### src/hdl/aicp_pkg.sv
// shared types and constants for the amplifier two-wire control port
package aicp_pkg;

  // ==========================================================
  // timing
  localparam int AICP_CLK_PERIOD_NS = 40;
  localparam int AICP_SPIKE_NS = 50;
  localparam int AICP_FILT_CYC_INT = (AICP_SPIKE_NS + AICP_CLK_PERIOD_NS - 1) / AICP_CLK_PERIOD_NS;
  localparam logic [3:0] AICP_FILT_CYC = 4'(AICP_FILT_CYC_INT);

  // ==========================================================
  // bus framing
  localparam logic [3:0] AICP_BYTE_BITS = 4'h8;
  localparam logic [3:0] AICP_LAST_BIT_RISE = 4'h7;
  localparam logic [6:0] AICP_ADDR_BASE = 7'h10;
  localparam logic [7:0] AICP_LAST_SUBADDR = 8'h2f;
  localparam logic [7:0] AICP_SUBADDR_RESET = 8'h00;
  localparam logic [7:0] AICP_BYTE_RESET = 8'h00;
  localparam logic [3:0] AICP_CNT_RESET = 4'h0;
  localparam logic [5:0] AICP_SLOT_ONE = 6'h01;

  // ==========================================================
  // strap pin states as resolved by the pin slicer
  typedef enum logic [2:0] {
    AICP_STRAP_GND  = 3'h0,
    AICP_STRAP_VDD  = 3'h1,
    AICP_STRAP_PD   = 3'h2,
    AICP_STRAP_PU   = 3'h3,
    AICP_STRAP_OPEN = 3'h4
  } aicp_strap_t;

  typedef struct packed {
    logic [6:0] addr;
    logic standalone;
    logic [5:0] slot_first;
    logic [5:0] slot_second;
    logic [5:0] slot_mono;
  } aicp_cfg_t;

  localparam aicp_cfg_t AICP_CFG_RESET = '{addr: 7'h10, standalone: 1'b0, slot_first: 6'h01,
                                           slot_second: 6'h02, slot_mono: 6'h01};

  typedef struct packed {
    logic scl;
    logic sda;
  } aicp_bus_t;

  localparam aicp_bus_t AICP_BUS_IDLE = '{scl: 1'b1, sda: 1'b1};

  // ==========================================================
  // controller states, gray along the write path
  typedef enum logic [3:0] {
    AICP_IDLE      = 4'h0,
    AICP_ADDR      = 4'h1,
    AICP_ADDR_ACK  = 4'h3,
    AICP_SUB       = 4'h2,
    AICP_SUB_ACK   = 4'h6,
    AICP_WDATA     = 4'h7,
    AICP_WDATA_ACK = 4'h5,
    AICP_RDATA     = 4'hd,
    AICP_RDATA_ACK = 4'hc
  } aicp_state_t;

  // pin tied through a resistor, either way
  function automatic logic aicp_strap_weak(input aicp_strap_t s);
    aicp_strap_weak = (s == AICP_STRAP_PD) || (s == AICP_STRAP_PU);
  endfunction : aicp_strap_weak

  // pin at the supply side, hard or weak
  function automatic logic aicp_strap_high(input aicp_strap_t s);
    aicp_strap_high = (s == AICP_STRAP_VDD) || (s == AICP_STRAP_PU);
  endfunction : aicp_strap_high

  function automatic logic aicp_strap_open(input aicp_strap_t s);
    aicp_strap_open = !((s == AICP_STRAP_GND) || (s == AICP_STRAP_VDD) || aicp_strap_weak(s));
  endfunction : aicp_strap_open

endpackage : aicp_pkg

### src/hdl/aicp_line_filter.sv
// synchroniser and spike filter for the two bus lines
`timescale 1ns/1ps
`default_nettype none
module aicp_line_filter (
  input wire logic clock,
  input wire logic rstn,
  input wire aicp_pkg::aicp_bus_t raw,
  output aicp_pkg::aicp_bus_t clean
);
  import aicp_pkg::*;

  logic [1:0] raw_v;
  logic [1:0] clean_v;

  assign raw_v = {raw.scl, raw.sda};
  assign clean = '{scl: clean_v[1], sda: clean_v[0]};

  // ==========================================================
  // per line: two flops, then hold until stable for the spike time
  genvar g;
  generate
    for (g = 0; g < 2; g++) begin : gen_line
      logic meta;
      logic sync;
      logic level;
      logic [3:0] run;

      always_ff @(posedge clock or negedge rstn) begin
        if (!rstn) begin
          meta <= 1'b1;
          sync <= 1'b1;
        end else begin
          meta <= raw_v[g];
          sync <= meta;
        end
      end

      always_ff @(posedge clock or negedge rstn) begin
        if (!rstn) begin
          level <= 1'b1;
          run <= AICP_CNT_RESET;
        end else if (sync == level) begin
          run <= AICP_CNT_RESET;
        end else if (run + 4'h1 >= AICP_FILT_CYC) begin
          level <= sync;
          run <= AICP_CNT_RESET;
        end else begin
          run <= run + 4'h1;
        end
      end

      assign clean_v[g] = level;
    end
  endgenerate

endmodule : aicp_line_filter
`default_nettype wire

### src/hdl/aicp_top.sv
// two-wire control target port with strap decode for the amplifier
`timescale 1ns/1ps
`default_nettype none
module aicp_top (
  input wire logic clock,
  input wire logic rstn,
  input wire logic scl_in,
  input wire logic sda_in,
  output logic sda_out,
  output logic sda_oe,
  input wire aicp_pkg::aicp_strap_t strap_pin_a,
  input wire aicp_pkg::aicp_strap_t strap_pin_b,
  input wire logic slot_sel_load,
  input wire logic [5:0] slot_sel_value,
  output aicp_pkg::aicp_cfg_t strap_cfg,
  output logic strap_valid,
  input wire logic [7:0] reg_rdata,
  output logic [7:0] reg_addr,
  output logic [7:0] reg_wdata,
  output logic reg_wr
);
  import aicp_pkg::*;

  // ==========================================================
  // line conditioning and bus events
  aicp_bus_t raw_bus;
  aicp_bus_t cur;
  aicp_bus_t prev;

  assign raw_bus = '{scl: scl_in, sda: sda_in};

  aicp_line_filter u_filter (
    .clock(clock),
    .rstn(rstn),
    .raw(raw_bus),
    .clean(cur)
  );

  always_ff @(posedge clock or negedge rstn) begin
    if (!rstn) begin
      prev <= AICP_BUS_IDLE;
    end else begin
      prev <= cur;
    end
  end

  logic scl_rise;
  logic scl_fall;
  logic start_seen;
  logic stop_seen;

  assign scl_rise = cur.scl && !prev.scl;
  assign scl_fall = !cur.scl && prev.scl;
  // start is data falling under a high clock
  assign start_seen = cur.scl && prev.scl && prev.sda && !cur.sda && !strap_cfg.standalone;
  // stop is data rising under a high clock
  assign stop_seen = cur.scl && prev.scl && !prev.sda && cur.sda;

  // ==========================================================
  // strap capture
  logic [3:0] strap_idx;
  aicp_cfg_t strap_dec;

  // five resolved levels, unknown codes count as open
  // weak bits select the address group, level bits the entry
  assign strap_idx = {aicp_strap_weak(strap_pin_a), aicp_strap_weak(strap_pin_b),
                      aicp_strap_high(strap_pin_a), aicp_strap_high(strap_pin_b)};

  always_comb begin
    strap_dec.addr = AICP_ADDR_BASE | {3'h0, strap_idx};
    strap_dec.standalone = aicp_strap_open(strap_pin_a) || aicp_strap_open(strap_pin_b);
    // stereo pair and mono slot from the same index
    strap_dec.slot_first = {1'b0, strap_idx, 1'b0} + AICP_SLOT_ONE;
    strap_dec.slot_second = {1'b0, strap_idx, 1'b0} + AICP_SLOT_ONE + AICP_SLOT_ONE;
    strap_dec.slot_mono = {2'h0, strap_idx} + AICP_SLOT_ONE;
  end

  always_ff @(posedge clock or negedge rstn) begin
    if (!rstn) begin
      strap_valid <= 1'b0;
      strap_cfg <= AICP_CFG_RESET;
    end else if (!strap_valid) begin
      strap_valid <= 1'b1;
      strap_cfg <= strap_dec;
    end else if (slot_sel_load) begin
      strap_cfg.slot_first <= slot_sel_value;
      strap_cfg.slot_second <= slot_sel_value + AICP_SLOT_ONE;
      strap_cfg.slot_mono <= slot_sel_value;
    end
  end

  // ==========================================================
  // transfer controller
  aicp_state_t state;
  logic [3:0] bit_cnt;
  logic [7:0] shift;
  logic dir_read;
  logic over;
  logic byte_done;
  logic addr_match;
  logic sub_ok;
  logic ack_now;

  assign byte_done = scl_fall && (bit_cnt == AICP_BYTE_BITS);
  // upper seven bits are the target address
  assign addr_match = (shift[7:1] == strap_cfg.addr) && strap_valid && !strap_cfg.standalone;
  assign sub_ok = (shift <= AICP_LAST_SUBADDR);

  always_comb begin
    case (state)
      AICP_ADDR: ack_now = addr_match;
      AICP_SUB: ack_now = sub_ok;
      AICP_WDATA: ack_now = !over;
      default: ack_now = 1'b0;
    endcase
  end

  // only the data line has a driver, and only in answer to the master
  // the pad value is a constant low
  always_ff @(posedge clock or negedge rstn) begin
    if (!rstn) begin
      sda_out <= 1'b0;
    end else begin
      sda_out <= 1'b0;
    end
  end

  always_ff @(posedge clock or negedge rstn) begin
    if (!rstn) begin
      state <= AICP_IDLE;
      bit_cnt <= AICP_CNT_RESET;
      shift <= AICP_BYTE_RESET;
      dir_read <= 1'b0;
      sda_oe <= 1'b0;
    end else if (start_seen) begin
      // start or repeated start from any state
      state <= AICP_ADDR;
      bit_cnt <= AICP_CNT_RESET;
      sda_oe <= 1'b0;
    end else if (stop_seen) begin
      state <= AICP_IDLE;
      sda_oe <= 1'b0;
    end else begin
      case (state)
        AICP_ADDR, AICP_SUB, AICP_WDATA: begin
          if (scl_rise) begin
            shift <= {shift[6:0], cur.sda};
            bit_cnt <= bit_cnt + 4'h1;
          end else if (byte_done) begin
            bit_cnt <= AICP_CNT_RESET;
            if (state == AICP_ADDR) begin
              dir_read <= shift[0];
            end
            if (ack_now) begin
              // hold data low through the ninth clock
              sda_oe <= 1'b1;
              case (state)
                AICP_ADDR: state <= AICP_ADDR_ACK;
                AICP_SUB: state <= AICP_SUB_ACK;
                default: state <= AICP_WDATA_ACK;
              endcase
            end else begin
              state <= AICP_IDLE;
            end
          end
        end
        AICP_ADDR_ACK, AICP_SUB_ACK, AICP_WDATA_ACK: begin
          if (scl_fall) begin
            sda_oe <= 1'b0;
            bit_cnt <= AICP_CNT_RESET;
            if (state == AICP_ADDR_ACK && dir_read) begin
              // read, data turns round to the device
              state <= AICP_RDATA;
              shift <= reg_rdata;
              sda_oe <= !reg_rdata[7];
            end else if (state == AICP_ADDR_ACK) begin
              state <= AICP_SUB;
            end else begin
              state <= AICP_WDATA;
            end
          end
        end
        AICP_RDATA: begin
          if (scl_rise) begin
            bit_cnt <= bit_cnt + 4'h1;
          end else if (scl_fall) begin
            if (bit_cnt == AICP_BYTE_BITS) begin
              sda_oe <= 1'b0;
              state <= AICP_RDATA_ACK;
            end else begin
              // a one is sent by releasing the line
              shift <= {shift[6:0], 1'b0};
              sda_oe <= !shift[6];
            end
          end
        end
        AICP_RDATA_ACK: begin
          if (scl_rise && cur.sda) begin
            state <= AICP_IDLE;
          end else if (scl_fall) begin
            state <= AICP_RDATA;
            bit_cnt <= AICP_CNT_RESET;
            shift <= reg_rdata;
            sda_oe <= !reg_rdata[7];
          end
        end
        default: begin
          // idle only leaves on a start
          state <= AICP_IDLE;
          sda_oe <= 1'b0;
        end
      endcase
    end
  end

  // ==========================================================
  // subaddress pointer and register strobes
  logic sub_take;
  logic wr_take;
  logic rd_last_rise;

  assign sub_take = !start_seen && !stop_seen && state == AICP_SUB && byte_done && sub_ok;
  assign wr_take = !start_seen && !stop_seen && state == AICP_WDATA && byte_done && !over;
  assign rd_last_rise = !start_seen && !stop_seen && state == AICP_RDATA && scl_rise
                        && bit_cnt == AICP_LAST_BIT_RISE;

  always_ff @(posedge clock or negedge rstn) begin
    if (!rstn) begin
      reg_addr <= AICP_SUBADDR_RESET;
      reg_wdata <= AICP_BYTE_RESET;
      reg_wr <= 1'b0;
      over <= 1'b0;
    end else begin
      reg_wr <= 1'b0;
      if (sub_take) begin
        reg_addr <= shift;
        over <= 1'b0;
      end else if (wr_take) begin
        reg_wr <= 1'b1;
        reg_wdata <= shift;
        // step on, or mark the pointer as past the end
        if (reg_addr == AICP_LAST_SUBADDR) begin
          over <= 1'b1;
        end else begin
          reg_addr <= reg_addr + 8'h01;
        end
      end else if (rd_last_rise && reg_addr != AICP_LAST_SUBADDR) begin
        // reads stop stepping at the highest register
        reg_addr <= reg_addr + 8'h01;
      end
    end
  end

  // ==========================================================
  // checks
  chk_data_never_high: assert property (@(posedge clock) disable iff (!rstn)
    sda_out == 1'b0) else $error("data pad driven high");

  chk_ack_on_match: assert property (@(posedge clock) disable iff (!rstn)
    (state == AICP_ADDR && byte_done && addr_match && !start_seen && !stop_seen)
      |=> (sda_oe && state == AICP_ADDR_ACK)) else $error("matched address not acknowledged");

  chk_mismatch_release: assert property (@(posedge clock) disable iff (!rstn)
    (state == AICP_ADDR && byte_done && !addr_match && !start_seen && !stop_seen)
      |=> (!sda_oe && state == AICP_IDLE)) else $error("foreign address not released");

  chk_start_restart: assert property (@(posedge clock) disable iff (!rstn)
    start_seen |=> (state == AICP_ADDR && bit_cnt == AICP_CNT_RESET && !sda_oe))
    else $error("start not taken");

  chk_stop_idle: assert property (@(posedge clock) disable iff (!rstn)
    (stop_seen && !start_seen) |=> (state == AICP_IDLE && !sda_oe)) else $error("stop not taken");

  chk_bad_subaddr: assert property (@(posedge clock) disable iff (!rstn)
    (state == AICP_SUB && byte_done && !sub_ok && !start_seen && !stop_seen)
      |=> (state == AICP_IDLE && !sda_oe)) else $error("invalid subaddress acknowledged");

  chk_write_overflow: assert property (@(posedge clock) disable iff (!rstn)
    (state == AICP_WDATA && byte_done && over && !start_seen && !stop_seen)
      |=> (!reg_wr && !sda_oe && state == AICP_IDLE)) else $error("overflow byte accepted");

  chk_read_hold_top: assert property (@(posedge clock) disable iff (!rstn)
    (rd_last_rise && reg_addr == AICP_LAST_SUBADDR) |=> (reg_addr == AICP_LAST_SUBADDR))
    else $error("read pointer passed the top");

  chk_write_advance: assert property (@(posedge clock) disable iff (!rstn)
    (wr_take && reg_addr != AICP_LAST_SUBADDR)
      |=> (reg_wr && reg_addr == $past(reg_addr) + 8'h01)) else $error("burst write did not advance");

  chk_read_direction: assert property (@(posedge clock) disable iff (!rstn)
    (state == AICP_ADDR_ACK && scl_fall && dir_read && !start_seen && !stop_seen)
      |=> state == AICP_RDATA) else $error("read direction not honoured");

  chk_strap_once: assert property (@(posedge clock) disable iff (!rstn)
    strap_valid |=> ($stable(strap_cfg.addr) && $stable(strap_cfg.standalone)))
    else $error("strap address changed after capture");

  chk_drive_in_answer: assert property (@(posedge clock) disable iff (!rstn)
    sda_oe |-> (state inside {AICP_ADDR_ACK, AICP_SUB_ACK, AICP_WDATA_ACK, AICP_RDATA}))
    else $error("data line pulled outside an answer");

  chk_good_subaddr: assert property (@(posedge clock) disable iff (!rstn)
    (state == AICP_SUB && byte_done && sub_ok && !start_seen && !stop_seen)
      |=> (sda_oe && state == AICP_SUB_ACK && reg_addr == $past(shift)))
    else $error("valid subaddress not taken");

  chk_nack_ends_read: assert property (@(posedge clock) disable iff (!rstn)
    (state == AICP_RDATA_ACK && scl_rise && cur.sda && !start_seen && !stop_seen)
      |=> (state == AICP_IDLE && !sda_oe)) else $error("read went on after a nack");

  chk_read_release: assert property (@(posedge clock) disable iff (!rstn)
    (state == AICP_RDATA && scl_fall && bit_cnt == AICP_BYTE_BITS && !start_seen && !stop_seen)
      |=> (!sda_oe && state == AICP_RDATA_ACK)) else $error("data line held into master acknowledge");

  chk_standalone_quiet: assert property (@(posedge clock) disable iff (!rstn)
    (strap_valid && strap_cfg.standalone) |-> (state == AICP_IDLE && !sda_oe))
    else $error("standalone port left idle");

  chk_write_lands: assert property (@(posedge clock) disable iff (!rstn)
    wr_take |=> (reg_wr && reg_wdata == $past(shift))) else $error("written byte not presented");

endmodule : aicp_top
`default_nettype wire

### config.mk
export PLATFORM = sky130hd
export DESIGN_NAME = aicp_top
export DESIGN_NICKNAME = d
export VERILOG_FILES = /design/src/hdl/aicp_pkg.sv /design/src/hdl/aicp_line_filter.sv /design/src/hdl/aicp_top.sv
export SDC_FILE = /design/constraint.sdc
export NUM_CORES = 1
export LEC_CHECK = 0
export BUFFER_PORTS_ARGS = -buffer_cell sky130_fd_sc_hd__buf_2
export CAP_MARGIN = 20
export CORE_MARGIN = 10
export CORE_UTILIZATION = 50
export CTS_CLUSTER_DIAMETER = 60
export CTS_CLUSTER_SIZE = 12
export DETAILED_ROUTE_END_ITERATION = 6
export PLACE_DENSITY = 0.72
export SYNTH_ARGS = -nofsm -noshare
export SYNTH_HDL_FRONTEND = slang
export SYNTH_SLANG_ARGS = --single-unit
### constraint.sdc
create_clock -name clock -period 6 [get_ports clock]
set_clock_uncertainty 0.2 [all_clocks]
set_input_delay 0.6 -clock clock [delete_from_list [all_inputs] [get_ports clock]]
set_output_delay 0.6 -clock clock [all_outputs]
set_load 0.01 [all_outputs]
==> impl_results.md <==
- Via count: 3,087
- Share of layout cells above drive strength 1: 32.03%
- Commonest non-fill, non-tap cell in the layout: buf_2
- Final nets: 491
- Antenna Cells: 0
- Fin crit period: 2.867 ns
- Ys Warns: 0
- Synth Area in XOR/XNOR: 4.935%
- Iteration-0 DRC count of the detailed router: 123
- Synthesized area per cell: 10.83 um2
- Status: complete, no violations
- Setup TNS: 0 ns
- Max VDD drop: 0.0003101 V
- Vias per std cell: 5.444
- Critical path data arrival time: 2.93 ns
- CTS HTree Levels: 3
- Post-DRT Antenna Nets: 0
- Cell variety after synth: 76
- CP endpoint: bit_cnt[3]
- Crit. End Element: register
- Seq/Total Area, Yosys: 44.65%
- Mux share of post-synthesis cell area: 11.35%
- Die Span X: 112.0 um
- IO Pins: 71
- Die Y: 112.0 um
- Maxcap violations: 0
- Pre-CTS WS: 3.174 ns
- Worst hold path type: in -> reg
- Final Cycle Share: 47.78%
- Worst r2r src: state[0]
- Worst-path maximum fanout: 27
- Per-cell routed wire length: 16.56 um
- Clk buf depth: 2
- Gr usage total: 14.74%
- R2R Path End: bit_cnt[3]
- Area added between synthesis and finish: 14.10%
- Largest stage delay on the critical path: 0.96 ns
- Critical path type: reg -> reg
- Rel. slew slack: 37.29%
- DR pass1 iterations: 4
- Post-synthesis cell area: 4234 um2
- Hold Vio Cnt, Final: 0
- Commonest cells after routing, fill and taps aside: buf_2 (65), dfrtp_1 (64), nor2_1 (31)
- Row count: 33
- Req. time, crit path: 6.07 ns
- # hold bufs at CTS: 0
- Final setup margin: 3.133 ns
- Grt total ovfl: 0
- Compound-cell area share of the yosys netlist: 13.03%
- # resized after CTS: 0
- Critical path startpoint: state[0]
- Vias in the first global route: 3,185
- Main combinational cell family by area after synthesis: simple AND/OR/NAND/NOR gates
- Port bufs: 66
- Initial core utilization: 51.53%
- DRC: 0
- Startpoint class of the critical path: register
- RSZ-0062 raised after global routing: false
- Slew @ Worst Pin: 0.9406 ns
- Yosys reg bits: 75
- Latest clock arrival within the worst-skew pair: 0.35 ns
- R2R depth: 6
- Clock-pin slew on the worst setup and hold paths: 0.08 ns
- EDFF count, synth: 0
- Clk sinks: 75
- Setup slack, reg-to-reg: 3.13 ns
- Slowest-stage cell, CP: dfrtp_1
- Pleak: 2.350 nW
- First-pass GRT wire length: 15.68 mm
- Die ar.: 12,550 um2
- Gate Count Post-Synth: 391
- Power density over the cells: 240.4 nW/um2
- Final setup fails: 0
- Simple-gate share of the synthesized area: 18.32%
- Async S/R FF share, synth: 100.0%
- Slew Viols, Final: 0
- Post-Synth Adder-Cell Area: 2.660%
- Fmax: 348.9 MHz
- Post-detail-place hpwl: 6.787 mm
- Total CTS buffers: 9
- Setup Buffers After CTS: 0
- Main synth FF type: dfrtp_1
- CP Cell Sequence: xor2_2 -> a22oi_4 -> o22ai_4 -> a211o_1 -> or4_1 -> o211ai_1
- Core area: 8217 um2
- Total wire length: 9.388 mm
- Largest net degree at the start of global routing: 76
- GPL Wtd Cong: 0.8963
- CTS Root Cell: clkbuf_8
- CTS tree: yes
- Initial antenna violation count: 0
==> sequential cells by signal, indices dropped and copies added, names as in the netlist, 2 cells and up <==
name / count
strap_cfg: 22
reg_addr: 8
reg_wdata: 8
shift: 8
u_filter.gen_line.run: 8
bit_cnt: 4
state: 4
prev: 2
u_filter.gen_line.level: 2
u_filter.gen_line.meta: 2
u_filter.gen_line.sync: 2
==> routing by layer <==
| layer | track usage (%) | wire length (um) | part of all wire, % | vias to the layer above |
|---|---|---|---|---|
| li1 | - | - | - | 1515 |
| met1 | 19.22 | 4218 | 45 | 1489 |
| met2 | 22.77 | 4458 | 47 | 76 |
| met3 | 4.899 | 626 | 6.7 | 7 |
| met4 | 4.399 | 85 | 0.91 | 0 |
| met5 | 0 | 0 | 0 | - |
==> critical path, delay by kind of cell (launching register included) <==
kind	cells	cell delay [ns]
DFF	1	0.96
xor gates and xnor gates	1	0.25
and+or+nand+nor	1	0.52
AOI/OAI and AO/OA	4	0.85
==> report_power, final <==
part	leakage [nW]	total [mW]	internal, mW	switching (mW)
Combinational	1.27	0.119	0.0524	0.0665
Sequential	0.959	0.557	0.534	0.0228
Clock	0.124	0.486	0.290	0.195
Total	2.35	1.16	0.877	0.285
==> Yosys cell counts (7+ instances only) <==
| library cell | instances | area (um2) |
|---|---|---|
| mux2_2 | 29 | 326.6 |
| xnor2_1 | 11 | 96.34 |
| buf_4 | 7 | 52.55 |
| nor2_1 | 31 | 116.4 |
| a21oi_1 | 25 | 125.1 |
| dfrtp_1 | 64 | 1602 |
| nor3_1 | 8 | 40.04 |
| xor2_1 | 11 | 96.34 |
| ha_1 | 9 | 112.6 |
| nor2b_1 | 10 | 62.56 |
| nand2b_1 | 9 | 56.30 |
| o21ai_0 | 8 | 40.04 |
| dfstp_2 | 11 | 289.0 |
| inv_1 | 13 | 48.80 |
| nand3_1 | 10 | 50.05 |
| nand2_1 | 23 | 86.33 |
| mux2i_1 | 12 | 120.1 |
==> cell families (layout without fill, tap and decap cells) <==
group	after synthesis	count (layout)
fa+ha+maj	9	9
buf+inv	34	96
xor+xnor	23	23
mux	44	44
flops	75	75
simple gates	129	129
other cells	2	11
compound gates	75	75
==> how the worst min path moves through the flow <==
| stage | from | to | cells after the start |
|---|---|---|---|
| detailed placement | u_filter.gen_line[1].meta | u_filter.gen_line[1].sync | 0 |
| floorplan | rstn | bit_cnt[0] | 0 |
| CTS | scl_in | u_filter.gen_line[1].meta | 1 |
| global placement | u_filter.gen_line[0].meta | u_filter.gen_line[0].sync | 0 |
| finish | scl_in | u_filter.gen_line[1].meta | 1 |
| global route | scl_in | u_filter.gen_line[1].meta | 1 |
==> stage by stage <==
| step | instances | hold WS [ns] | area (um2) | utilization, % | power (mW) |
|---|---|---|---|---|---|
| 6_report | 567 | 0.1525 | 4831 | 58.79 | 1.161 |
| 2_1_floorplan | 400 | 0.1044 | 4268 | - | 0.6353 |
| 4_1_cts | 567 | 0.1316 | 4831 | 58.79 | 1.177 |
| 5_1_grt | 567 | 0.1276 | 4831 | 58.79 | 1.216 |
| 3_3_place_gp | 551 | 0.1453 | 4582 | 55.76 | 0.6831 |
| 3_5_place_dp | 551 | 0.1473 | 4582 | 55.76 | 0.6867 |
==> cell type report <==
class / instances / area, um2
Inverter: 13 / 48.80
Clock buffer: 11 / 141.4
Timing Repair Buffer: 67 / 340.3
Multi-Input combinational cell: 291 / 2171
Clock inverter: 5 / 107.6
Fill cell: 691 / 3386
Sequential cell: 75 / 1891
Tap cell: 105 / 131.4
(Power assumes the default switching activity.)
